**config.mk**
```make
export PLATFORM = sky130hd
export DESIGN_NAME = tape_rw_test_sequencer
export DESIGN_NICKNAME = d
export VERILOG_FILES = /design/src/common/tape_test_pkg.sv /design/src/design/tape_rw_test_sequencer.sv
export SDC_FILE = /design/constraint.sdc
export NUM_CORES = 1
export LEC_CHECK = 0
export BUFFER_PORTS_ARGS = -buffer_cell sky130_fd_sc_hd__buf_2
export CORE_ASPECT_RATIO = 0.7
export CORE_MARGIN = 2
export CORE_UTILIZATION = 44
export CTS_BUF_LIST = sky130_fd_sc_hd__clkbuf_8
export DETAILED_ROUTE_END_ITERATION = 16
export SLEW_MARGIN = 40
export SYNTH_ARGS = -nofsm -noshare
export SYNTH_HDL_FRONTEND = slang
export SYNTH_SLANG_ARGS = --single-unit
```
**constraint.sdc**
```tcl
create_clock -name mclk -period 3.9 [get_ports mclk]
set_input_delay 0.78 -clock mclk [delete_from_list [all_inputs] [get_ports mclk]]
set_output_delay 0.78 -clock mclk [all_outputs]
set_load 0.01 [all_outputs]
```
**src/common/tape_test_pkg.sv**
```systemverilog
// constants shared by the tape read/write test sequencer
package tape_test_pkg;
    localparam int CLK_MHZ = 100;
    // write start-up delay and strobe delay after a character update
    localparam int START_DELAY_MS = 50;
    localparam int START_CYC = START_DELAY_MS * 1000 * CLK_MHZ;
    localparam int STROBE_DLY_NS = 400;
    localparam int STROBE_DLY_CYC = (STROBE_DLY_NS * CLK_MHZ + 999) / 1000;
    // write character period; arbitrary default rate of 10 kHz
    localparam int WR_PERIOD_US = 100;
    localparam int WR_PERIOD_CYC = WR_PERIOD_US * CLK_MHZ;
    // check window widths for ten characters at 800 bpi
    localparam int CW_LO_US = 1000;
    localparam int CW_HI_US = 500;
    localparam int CW_HI45_US = 277;
    localparam int CW_LO_CYC = CW_LO_US * CLK_MHZ;
    localparam int CW_HI_CYC = CW_HI_US * CLK_MHZ;
    localparam int CW_HI45_CYC = CW_HI45_US * CLK_MHZ;
    localparam int DISPLAY_MS = 250;
    localparam int DISPLAY_CYC = DISPLAY_MS * 1000 * CLK_MHZ;
    localparam int CHARS_PER_CYCLE = 10;
    localparam logic [3:0] RESET_ONES = 4'h3;
    localparam logic [3:0] RESET_PULSE_IDX = 4'h6;
    localparam logic [2:0] TAIL_PERIODS = 3'h4;
    localparam int TRACKS = 9;
    localparam int SYNC_W = TRACKS + 2;
    // register map, byte addresses
    localparam logic [3:0] CTRL_ADDR = 4'h0;
    localparam logic [3:0] STATUS_ADDR = 4'h4;
    localparam logic [31:0] CTRL_RESET = 32'h0000_0000;
    localparam int CTRL_BLOCK = 0;
    localparam int CTRL_STOP = 1;
    localparam int CTRL_CYCLE = 2;
    localparam int CTRL_ODD = 3;
    localparam int CTRL_PAT_LSB = 4;
    localparam int CTRL_LEVEL = 6;
    localparam int CTRL_SPEED_LSB = 7;
    localparam int CTRL_WBLOCK = 9;
    localparam int CTRL_W = 10;
    typedef enum logic [1:0] {PAT_FIXED, PAT_ROTATE, PAT_RESET, PAT_SPARE}
        pattern_e;
endpackage : tape_test_pkg

```
**src/design/tape_rw_test_sequencer.sv**
```systemverilog
// tape unit write pattern generator and read parity checker
//
// Notes on behaviour
// - one character per write strobe pulse
// - hold off strobes after gate start-up delay
// - reset-check: three ones, seven zeros, reset on the seventh character
// - rotating bit advances one track per character
// - fixed pattern all ones or zeros
// - detect vertical and longitudinal parity errors
// - parity sense selects even or odd
// - first vertical error sets sticky flag
// - stop-mode toggle clears vertical flag in continuous mode
// - one pulse per vertical error
// - continuous mode issues no motion commands
// - block mode checker interrupts motion per block
// - error-stop halts motion and holds it
// - check window follows read data interval
// - check window ten characters, speed dependent
// - cycle select resumes motion from halt
// - cycle alternates forward and reverse
// - end-of-data two and half strobes after gate
// - window end: stop, display, then clear, restart unless halted
// - reset pulse four strobes after gate end
// - data stable before delayed write strobe
module tape_rw_test_sequencer
    import tape_test_pkg::*;
#(
    parameter int START_CYCLES = tape_test_pkg::START_CYC,
    parameter int WR_PERIOD_CYCLES = tape_test_pkg::WR_PERIOD_CYC,
    parameter int CW_LO_CYCLES = tape_test_pkg::CW_LO_CYC,
    parameter int CW_HI_CYCLES = tape_test_pkg::CW_HI_CYC,
    parameter int CW_HI45_CYCLES = tape_test_pkg::CW_HI45_CYC,
    parameter int DISPLAY_CYCLES = tape_test_pkg::DISPLAY_CYC
)
(
    input wire logic mclk,
    input wire logic rst,
    input wire logic [3:0] avs_address,
    input wire logic avs_read,
    input wire logic avs_write,
    input wire logic [31:0] avs_writedata,
    output logic [31:0] avs_readdata,
    output logic avs_waitrequest,
    input wire logic write_block_gate,
    input wire logic read_strobe,
    input wire logic [tape_test_pkg::TRACKS-1:0] read_data,
    output logic [tape_test_pkg::TRACKS-1:0] write_data,
    output logic write_strobe,
    output logic write_reset_pulse,
    output logic forward_motion_command,
    output logic reverse_motion_command,
    output logic display_gate,
    output logic vert_error_pulse,
    output logic vertical_error_flag
);
    import tape_test_pkg::*;

    typedef enum {W_IDLE, W_START, W_RUN, W_TAIL} wstate_e;
    typedef enum {R_DATA, R_EOD, R_CHECK, R_DISPLAY} rstate_e;

    logic [CTRL_W-1:0] ctrl_r;
    logic wait_r;
    logic [SYNC_W-1:0] s1_r, s2_r, s3_r, in_r;
    logic gate_q_r, strobe_q_r;
    wstate_e wst_r;
    rstate_e rst_st_r;
    logic [31:0] wcnt_r, wper_r, rcnt_r, rper_r, rgap_r;
    logic [3:0] idx_r;
    logic [2:0] tail_r;
    logic [TRACKS-2:0] rot_r;
    logic [TRACKS-1:0] lacc_r, lerr_r;
    logic halt_r, dir_r;
    logic [31:0] cw_cyc;

    wire block_mode = ctrl_r[CTRL_BLOCK];
    wire stop_mode_select = ctrl_r[CTRL_STOP];
    wire cycle_select = ctrl_r[CTRL_CYCLE];
    wire parity_odd = ctrl_r[CTRL_ODD];
    wire [1:0] pattern_sel = ctrl_r[CTRL_PAT_LSB+1:CTRL_PAT_LSB];
    wire level_select = ctrl_r[CTRL_LEVEL];
    wire [1:0] speed_range_select = ctrl_r[CTRL_SPEED_LSB+1:CTRL_SPEED_LSB];
    wire write_block_mode = ctrl_r[CTRL_WBLOCK];

    wire gate_lvl = in_r[SYNC_W-1];
    wire strobe_lvl = in_r[SYNC_W-2];
    wire [TRACKS-1:0] rd_lvl = in_r[TRACKS-1:0];
    wire gate_rise = gate_lvl && !gate_q_r;
    wire gate_fall = !gate_lvl && gate_q_r;
    wire rd_char = strobe_lvl && !strobe_q_r;
    // the period that ends a block carries no character and no strobe
    wire tail_go = write_block_mode && !gate_lvl && wper_r == 32'h0;
    wire char_tick = wst_r == W_RUN && wper_r == 32'h0 && !tail_go;
    wire bus_take = (avs_read || avs_write) && !wait_r;
    wire ctrl_wr = avs_write && bus_take && avs_address == CTRL_ADDR;
    wire stop_toggle = ctrl_wr && avs_writedata[CTRL_STOP] != stop_mode_select;
    wire vert_bad = rd_char && (^rd_lvl) != parity_odd;
    wire window_end = rst_st_r == R_CHECK && rcnt_r == 32'h0;
    wire display_end = rst_st_r == R_DISPLAY && rcnt_r == 32'h0;
    wire restart = display_end && (!halt_r || cycle_select);

    // one wait state: waitrequest drops for one cycle per request
    always_ff @(posedge mclk)
    begin
        if (rst)
            wait_r <= 1'b1;
        else
            wait_r <= !((avs_read || avs_write) && wait_r);
    end
    assign avs_waitrequest = wait_r;

    always_ff @(posedge mclk)
    begin
        if (rst)
            ctrl_r <= CTRL_W'(CTRL_RESET);
        else if (ctrl_wr)
            ctrl_r <= avs_writedata[CTRL_W-1:0];
    end

    always_ff @(posedge mclk)
    begin
        if (rst)
            avs_readdata <= 32'h0;
        else if (avs_read && wait_r)
        begin
            case (avs_address)
                CTRL_ADDR: avs_readdata <= {22'h0, ctrl_r};
                STATUS_ADDR: avs_readdata <= {18'h0, reverse_motion_command,
                    forward_motion_command, display_gate, halt_r, lerr_r,
                    vertical_error_flag};
                default: avs_readdata <= 32'h0;
            endcase
        end
    end

    // three-stage sampling; a level counts once stages two and three agree
    always_ff @(posedge mclk)
    begin
        if (rst)
        begin
            s1_r <= '0;
            s2_r <= '0;
            s3_r <= '0;
            in_r <= '0;
            gate_q_r <= 1'b0;
            strobe_q_r <= 1'b0;
        end
        else
        begin
            s1_r <= {write_block_gate, read_strobe, read_data};
            s2_r <= s1_r;
            s3_r <= s2_r;
            in_r <= (s2_r & s3_r) | (~(s2_r ^ s3_r) & s2_r) |
                ((s2_r ^ s3_r) & in_r);
            gate_q_r <= gate_lvl;
            strobe_q_r <= strobe_lvl;
        end
    end

    // write sequencer
    always_ff @(posedge mclk)
    begin
        if (rst)
        begin
            wst_r <= W_IDLE;
            wcnt_r <= 32'h0;
            tail_r <= 3'h0;
        end
        else
        begin
            case (wst_r)
                W_IDLE:
                begin
                    // block writes are held off while the display gate stands; continuous writes start regardless
                    if (!write_block_mode)
                        wst_r <= W_RUN;
                    else if (gate_rise && !display_gate)
                    begin
                        wst_r <= W_START;
                        wcnt_r <= 32'(START_CYCLES - 1);
                    end
                end
                W_START:
                begin
                    if (!gate_lvl)
                        wst_r <= W_IDLE;
                    else if (wcnt_r == 32'h0)
                        wst_r <= W_RUN;
                    else
                        wcnt_r <= wcnt_r - 32'h1;
                end
                W_RUN:
                begin
                    if (tail_go)
                    begin
                        wst_r <= W_TAIL;
                        tail_r <= 3'h1;
                    end
                end
                // count four periods after gate end
                W_TAIL:
                begin
                    if (wper_r == 32'h0)
                    begin
                        if (tail_r == TAIL_PERIODS)
                            wst_r <= W_IDLE;
                        else
                            tail_r <= tail_r + 3'h1;
                    end
                end
                default: wst_r <= W_IDLE;
            endcase
        end
    end

    // character period counter, runs in run and tail states
    always_ff @(posedge mclk)
    begin
        if (rst || wst_r == W_IDLE || wst_r == W_START)
            wper_r <= 32'h0;
        else if (wper_r == 32'(WR_PERIOD_CYCLES - 1))
            wper_r <= 32'h0;
        else
            wper_r <= wper_r + 32'h1;
    end

    // character update; the strobe follows STROBE_DLY_CYC later
    always_ff @(posedge mclk)
    begin
        if (rst)
        begin
            idx_r <= 4'h0;
            rot_r <= '0;
            write_data <= '0;
        end
        else if (char_tick)
        begin
            idx_r <= (idx_r == 4'(CHARS_PER_CYCLE - 1)) ? 4'h0 : idx_r + 4'h1;
            rot_r <= (rot_r == '0) ? (TRACKS-1)'(1) :
                {rot_r[TRACKS-3:0], rot_r[TRACKS-2]};
            case (pattern_e'(pattern_sel))
                PAT_FIXED: write_data[TRACKS-2:0] <= {(TRACKS-1){level_select}};
                PAT_ROTATE: write_data[TRACKS-2:0] <= (rot_r == '0) ?
                    (TRACKS-1)'(1) : {rot_r[TRACKS-3:0], rot_r[TRACKS-2]};
                // three ones then seven zeros on every data track
                PAT_RESET: write_data[TRACKS-2:0] <=
                    {(TRACKS-1){idx_r < RESET_ONES}};
                default: write_data[TRACKS-2:0] <= '0;
            endcase
        end
        else
            write_data[TRACKS-1] <= parity_odd ^ (^write_data[TRACKS-2:0]);
    end

    // strobe delayed from the character update
    always_ff @(posedge mclk)
    begin
        if (rst)
            write_strobe <= 1'b0;
        else
            write_strobe <= wst_r == W_RUN &&
                wper_r == 32'(STROBE_DLY_CYC);
    end

    // reset pulse on the seventh character of the reset-check cycle
    always_ff @(posedge mclk)
    begin
        if (rst)
            write_reset_pulse <= 1'b0;
        else
            write_reset_pulse <= (char_tick && pattern_e'(pattern_sel) ==
                PAT_RESET && idx_r == RESET_PULSE_IDX) ||
                (wst_r == W_TAIL && wper_r == 32'h0 &&
                tail_r == TAIL_PERIODS);
    end

    // read strobe period, used to time end-of-data
    always_ff @(posedge mclk)
    begin
        if (rst)
        begin
            rgap_r <= 32'h0;
            rper_r <= 32'h0;
        end
        else if (rd_char)
        begin
            rper_r <= rgap_r;
            rgap_r <= 32'h0;
        end
        else if (rgap_r != 32'hFFFF_FFFF)
            rgap_r <= rgap_r + 32'h1;
    end

    // ten-character window width by speed range
    always_comb
    begin
        case (speed_range_select)
            2'h0: cw_cyc = 32'(CW_LO_CYCLES);
            2'h1: cw_cyc = 32'(CW_HI_CYCLES);
            default: cw_cyc = 32'(CW_HI45_CYCLES);
        endcase
    end

    // read block sequence
    always_ff @(posedge mclk)
    begin
        if (rst || !block_mode)
        begin
            rst_st_r <= R_DATA;
            rcnt_r <= 32'h0;
        end
        else
        begin
            case (rst_st_r)
                // end-of-data two and a half strobe periods on
                R_DATA:
                begin
                    if (gate_fall)
                    begin
                        rst_st_r <= R_EOD;
                        rcnt_r <= rper_r * 32'h2 + (rper_r >> 1);
                    end
                end
                // window opens as read data ends
                R_EOD:
                begin
                    if (rcnt_r == 32'h0)
                    begin
                        rst_st_r <= R_CHECK;
                        rcnt_r <= cw_cyc;
                    end
                    else
                        rcnt_r <= rcnt_r - 32'h1;
                end
                R_CHECK:
                begin
                    if (window_end)
                    begin
                        rst_st_r <= R_DISPLAY;
                        rcnt_r <= 32'(DISPLAY_CYCLES);
                    end
                    else
                        rcnt_r <= rcnt_r - 32'h1;
                end
                // display, then clear and restart unless halted
                R_DISPLAY:
                begin
                    if (restart)
                        rst_st_r <= R_DATA;
                    else if (rcnt_r != 32'h0)
                        rcnt_r <= rcnt_r - 32'h1;
                end
                default: rst_st_r <= R_DATA;
            endcase
        end
    end

    // per-track xor across block and check character
    // longitudinal errors caught when the window closes
    always_ff @(posedge mclk)
    begin
        if (rst || restart)
        begin
            lacc_r <= '0;
            lerr_r <= '0;
        end
        else
        begin
            // reads outside block mode must not leak into the first block
            if (rst_st_r == R_DISPLAY || !block_mode)
                lacc_r <= '0;
            else if (rd_char)
                lacc_r <= lacc_r ^ rd_lvl;
            if (window_end)
                lerr_r <= lacc_r;
        end
    end

    // parity sense; one pulse per bad character
    always_ff @(posedge mclk)
    begin
        if (rst)
            vert_error_pulse <= 1'b0;
        else
            vert_error_pulse <= vert_bad;
    end

    // sticky flag; a new error wins over any clear
    // stop-mode toggle clears it in continuous mode
    always_ff @(posedge mclk)
    begin
        if (rst)
            vertical_error_flag <= 1'b0;
        else if (vert_error_pulse)
            vertical_error_flag <= 1'b1;
        else if ((stop_toggle && !block_mode) || restart)
            vertical_error_flag <= 1'b0;
    end

    // error-stop halt, held until cycle or mode change
    always_ff @(posedge mclk)
    begin
        if (rst || !block_mode || cycle_select)
            halt_r <= 1'b0;
        else if (stop_mode_select && (vert_error_pulse || lerr_r != '0))
            halt_r <= 1'b1;
    end

    // alternate direction every block in cycle operation
    always_ff @(posedge mclk)
    begin
        if (rst || !cycle_select)
            dir_r <= 1'b0;
        else if (restart)
            dir_r <= !dir_r;
    end

    // no motion command outside block mode
    // block mode stops motion per block
    always_ff @(posedge mclk)
    begin
        if (rst)
        begin
            forward_motion_command <= 1'b0;
            reverse_motion_command <= 1'b0;
            display_gate <= 1'b0;
        end
        else
        begin
            forward_motion_command <= block_mode && !halt_r &&
                rst_st_r != R_DISPLAY && !dir_r;
            reverse_motion_command <= block_mode && !halt_r &&
                rst_st_r != R_DISPLAY && dir_r;
            display_gate <= block_mode && rst_st_r == R_DISPLAY;
        end
    end
endmodule : tape_rw_test_sequencer

```
==> run metrics <==
Synth area leaders=dfxtp_1 40%, nor2_1 5.5%, ha_1 4.6%; Setup Fix Bufs, Post-CTS=0; Arr. time, crit path=3.82 ns; Combinational Power Share=0.049; most frequent cells in the layout=286 x dfxtp_1, 207 x nor2_1, 123 x a21oi_1, 121 x nand2_1, 71 x xor2_1; Post-route DRC=0; kind of critical path=reg2reg; most common cell after layout, fill and taps aside=dfxtp_1; total power density per cell area=374 nW/um^2; asr flop ratio synth=0; Hold Buf Count CTS=0; cell area after synthesis=14200 um^2; Placer Congestion=0.866; worst path buffer plus inverter count=1; Slew @ Worst Pin=0.752 ns; Int Pwr=4.49 mW; crit-path max FO=13; worst path required time=4.37 ns; number of iterations in the first detailed-routing pass=5; Seq pwr share=0.511; setup TNS=0 ns; CTS Buf Count=45; clock share of power=0.441; post-synthesis xor/xnor area fraction=0.0861; all-layer global routing usage=0.200; Final min period=3.36 ns; via/cell ratio=5.45; Worst Skew=0.0284 ns; wire length after detailed routing=33800 um; Port-buffer cells=59; register area share after synthesis=0.402; Die Y=155 um; Fin. Hold Viols=0; final setup vio count=0; r2r worst-path depth=10; setup repair after global routing missed its margin=false; Reg-to-Reg Start=rcnt_r[0]; Post-DRT Antenna Nets=0; Worst Hold Launch=read_data[2]; slowest CP cell=and4_1; Leak=6.50 nW; Pwr Total=5.91 mW; P&R area growth vs syn=10.9%; VDD IR max=0.000275 V; Synth Area per Inst=8.67 um^2; fin nets=1798; Top delay family on crit path=simple AND/OR/NAND/NOR gates; Die Area=33800 um^2; Synth Instances=1643; Synth Area in Adders=0.0471; most frequent cell on the critical path=nand2_1; worst path cell trace=inv_1, ha_1, nor2b_1, and3_1, and4_1, nand2_1, a21oi_1, nand2_1, nand2_1, o2bb2ai_1; initial antenna violation count=0; CTS Sinks=286; Initial DRC Count=900; clk_lat worst skew=0.59 ns; clk slew on worst S/H paths=0.06 ns; Simple-Gate Fraction of Synth Area=0.237; I/O pins=100; Main synth FF type=dfxtp_1; Synth top area share=0.402; global-route wire length before repair=55800 um; Core Footprint=32100 um^2; Diodes inserted=0; outcome=completed; EDFF count, synth=0; FF-to-FF setup slack=0.54 ns; dpl hpwl=24100 um; layout cells sized above 1=0.108; Max Slew Vio Count=0; Max Freq=0.298 GHz; largest family of logic cells by synthesized area=simple AND/OR/NAND/NOR gates; number of global-route vias before repair=10800; width of the die=219 um; reg-to-reg endpoint=vertical_error_flag; final instance area=15800 um^2; Compound-Gate Fraction of Synth Area=0.171; total congestion overflow=0; Cells on Worst Hold Path=2; Rel. slew slack=0.497; crit-path max cell delay=0.61 ns; mux share of post-synthesis cell area=0.0176; Yosys top cell by area=dfxtp_1; # fillers=3132; routed wire length per instance=15.7 um; largest net degree at the start of global routing=63; Site Rows=55; Longest Clk Path Bufs=3; CTS tree=built; Switching Share=0.242; HP Class=in2reg; Period Utilization, post-route=0.860; synthesis-stage register bit count=286; post_cts resized=0; YS warnings=0; Hold Path End=s1_r[2]; crit end category=flop; max-capacitance violation count=0; sw power=1.43 mW; Startpoint Class=flop; H-tree lvl count=2; Initial Util=0.444; Clock Tree Root=clkbuf_8; Post-DP Area=14900 um^2; DR vias=11700; Synth cell types=87
[metal layers]
| layer | up-vias | GRT usage | share of wire |
|---|---|---|---|
| li1 | 5928 | - | - |
| met1 | 5505 | 0.315 | 0.54 |
| met2 | 258 | 0.272 | 0.39 |
| met3 | 58 | 0.0383 | 0.053 |
| met4 | 0 | 0.0547 | 0.020 |
| met5 | - | 0 | 0 |
[through the flow]
step                       util  std cells  setup slack [ns]  hold slack [ns]
after floorplan               -       1660              1.26            0.414
after global placement    0.463       2074             0.821            0.417
after detailed placement  0.463       2074             0.734            0.426
after CTS                 0.493       2157             0.715            0.357
after global routing      0.493       2157             0.423            0.378
final                     0.493       2157             0.545            0.401
[registers in the layout, indices dropped and copies added, names as in the netlist, 4 cells and up]
signal	flops
rcnt_r	32
rgap_r	32
rper_r	32
wcnt_r	32
wper_r	32
avs_readdata	14
in_r	11
s1_r	11
s2_r	11
s3_r	11
ctrl_r	10
lacc_r	9
lerr_r	9
write_data	9
rot_r	8
idx_r	4
[power groups by stage]
stage          logic [mW]  registers (mW)  clock network (mW)
2_1_floorplan       0.227            3.08                   0
3_3_place_gp        0.285            3.08                   0
3_5_place_dp        0.289            3.08                   0
4_1_cts             0.290            3.02                2.70
5_1_grt             0.326            3.03                2.84
6_report            0.288            3.02                2.61
[final cells by class]
type                            count  area [um^2]  area share
Sequential cell                   286         5730       0.362
Tap cell                          427          534      0.0338
Timing Repair Buffer               77          433      0.0274
Multi-Input combinational cell   1254         8060       0.510
Clock buffer                       57          785      0.0496
Clock inverter                     26          153     0.00966
Inverter                           30          113     0.00713
[logic make-up after synthesis]
family / count (synthesis)
xor+xnor: 140
other cells: 1
mux: 25
simple gates: 654
fa+ha+maj: 53
compound gates: 364
flops: 286
buf+inv: 120
[how the worst max path moves through the flow]
| stage | cells after the start | slack (ns) | startpoint | to |
|---|---|---|---|---|
| CTS | 10 | 0.71 | rcnt_r[0] | vertical_error_flag |
| detailed placement | 10 | 0.73 | rcnt_r[0] | vertical_error_flag |
| global route | 10 | 0.42 | rcnt_r[0] | vertical_error_flag |
| finish | 10 | 0.54 | rcnt_r[0] | vertical_error_flag |
| global placement | 10 | 0.82 | rcnt_r[0] | vertical_error_flag |
| floorplan | 11 | 1.26 | rper_r[2] | rcnt_r[31] |
[cell usage after synthesis, types with 19 or more instances]
cell      number
a211oi_1      19
a21o_1        21
a21oi_1      124
a22o_1        30
and3_1        28
buf_4         21
clkbuf_1      56
dfxtp_1      286
ha_1          52
inv_1         29
mux2i_1       25
nand2_1      121
nand3_1       60
nand4_1       19
nor2_1       208
nor2b_1       53
nor3_1        33
nor4_1        20
o21ai_0       48
or3_1         23
xnor2_1       69
xor2_1        71
No activity file was read; power rests on OpenSTA's default activity.
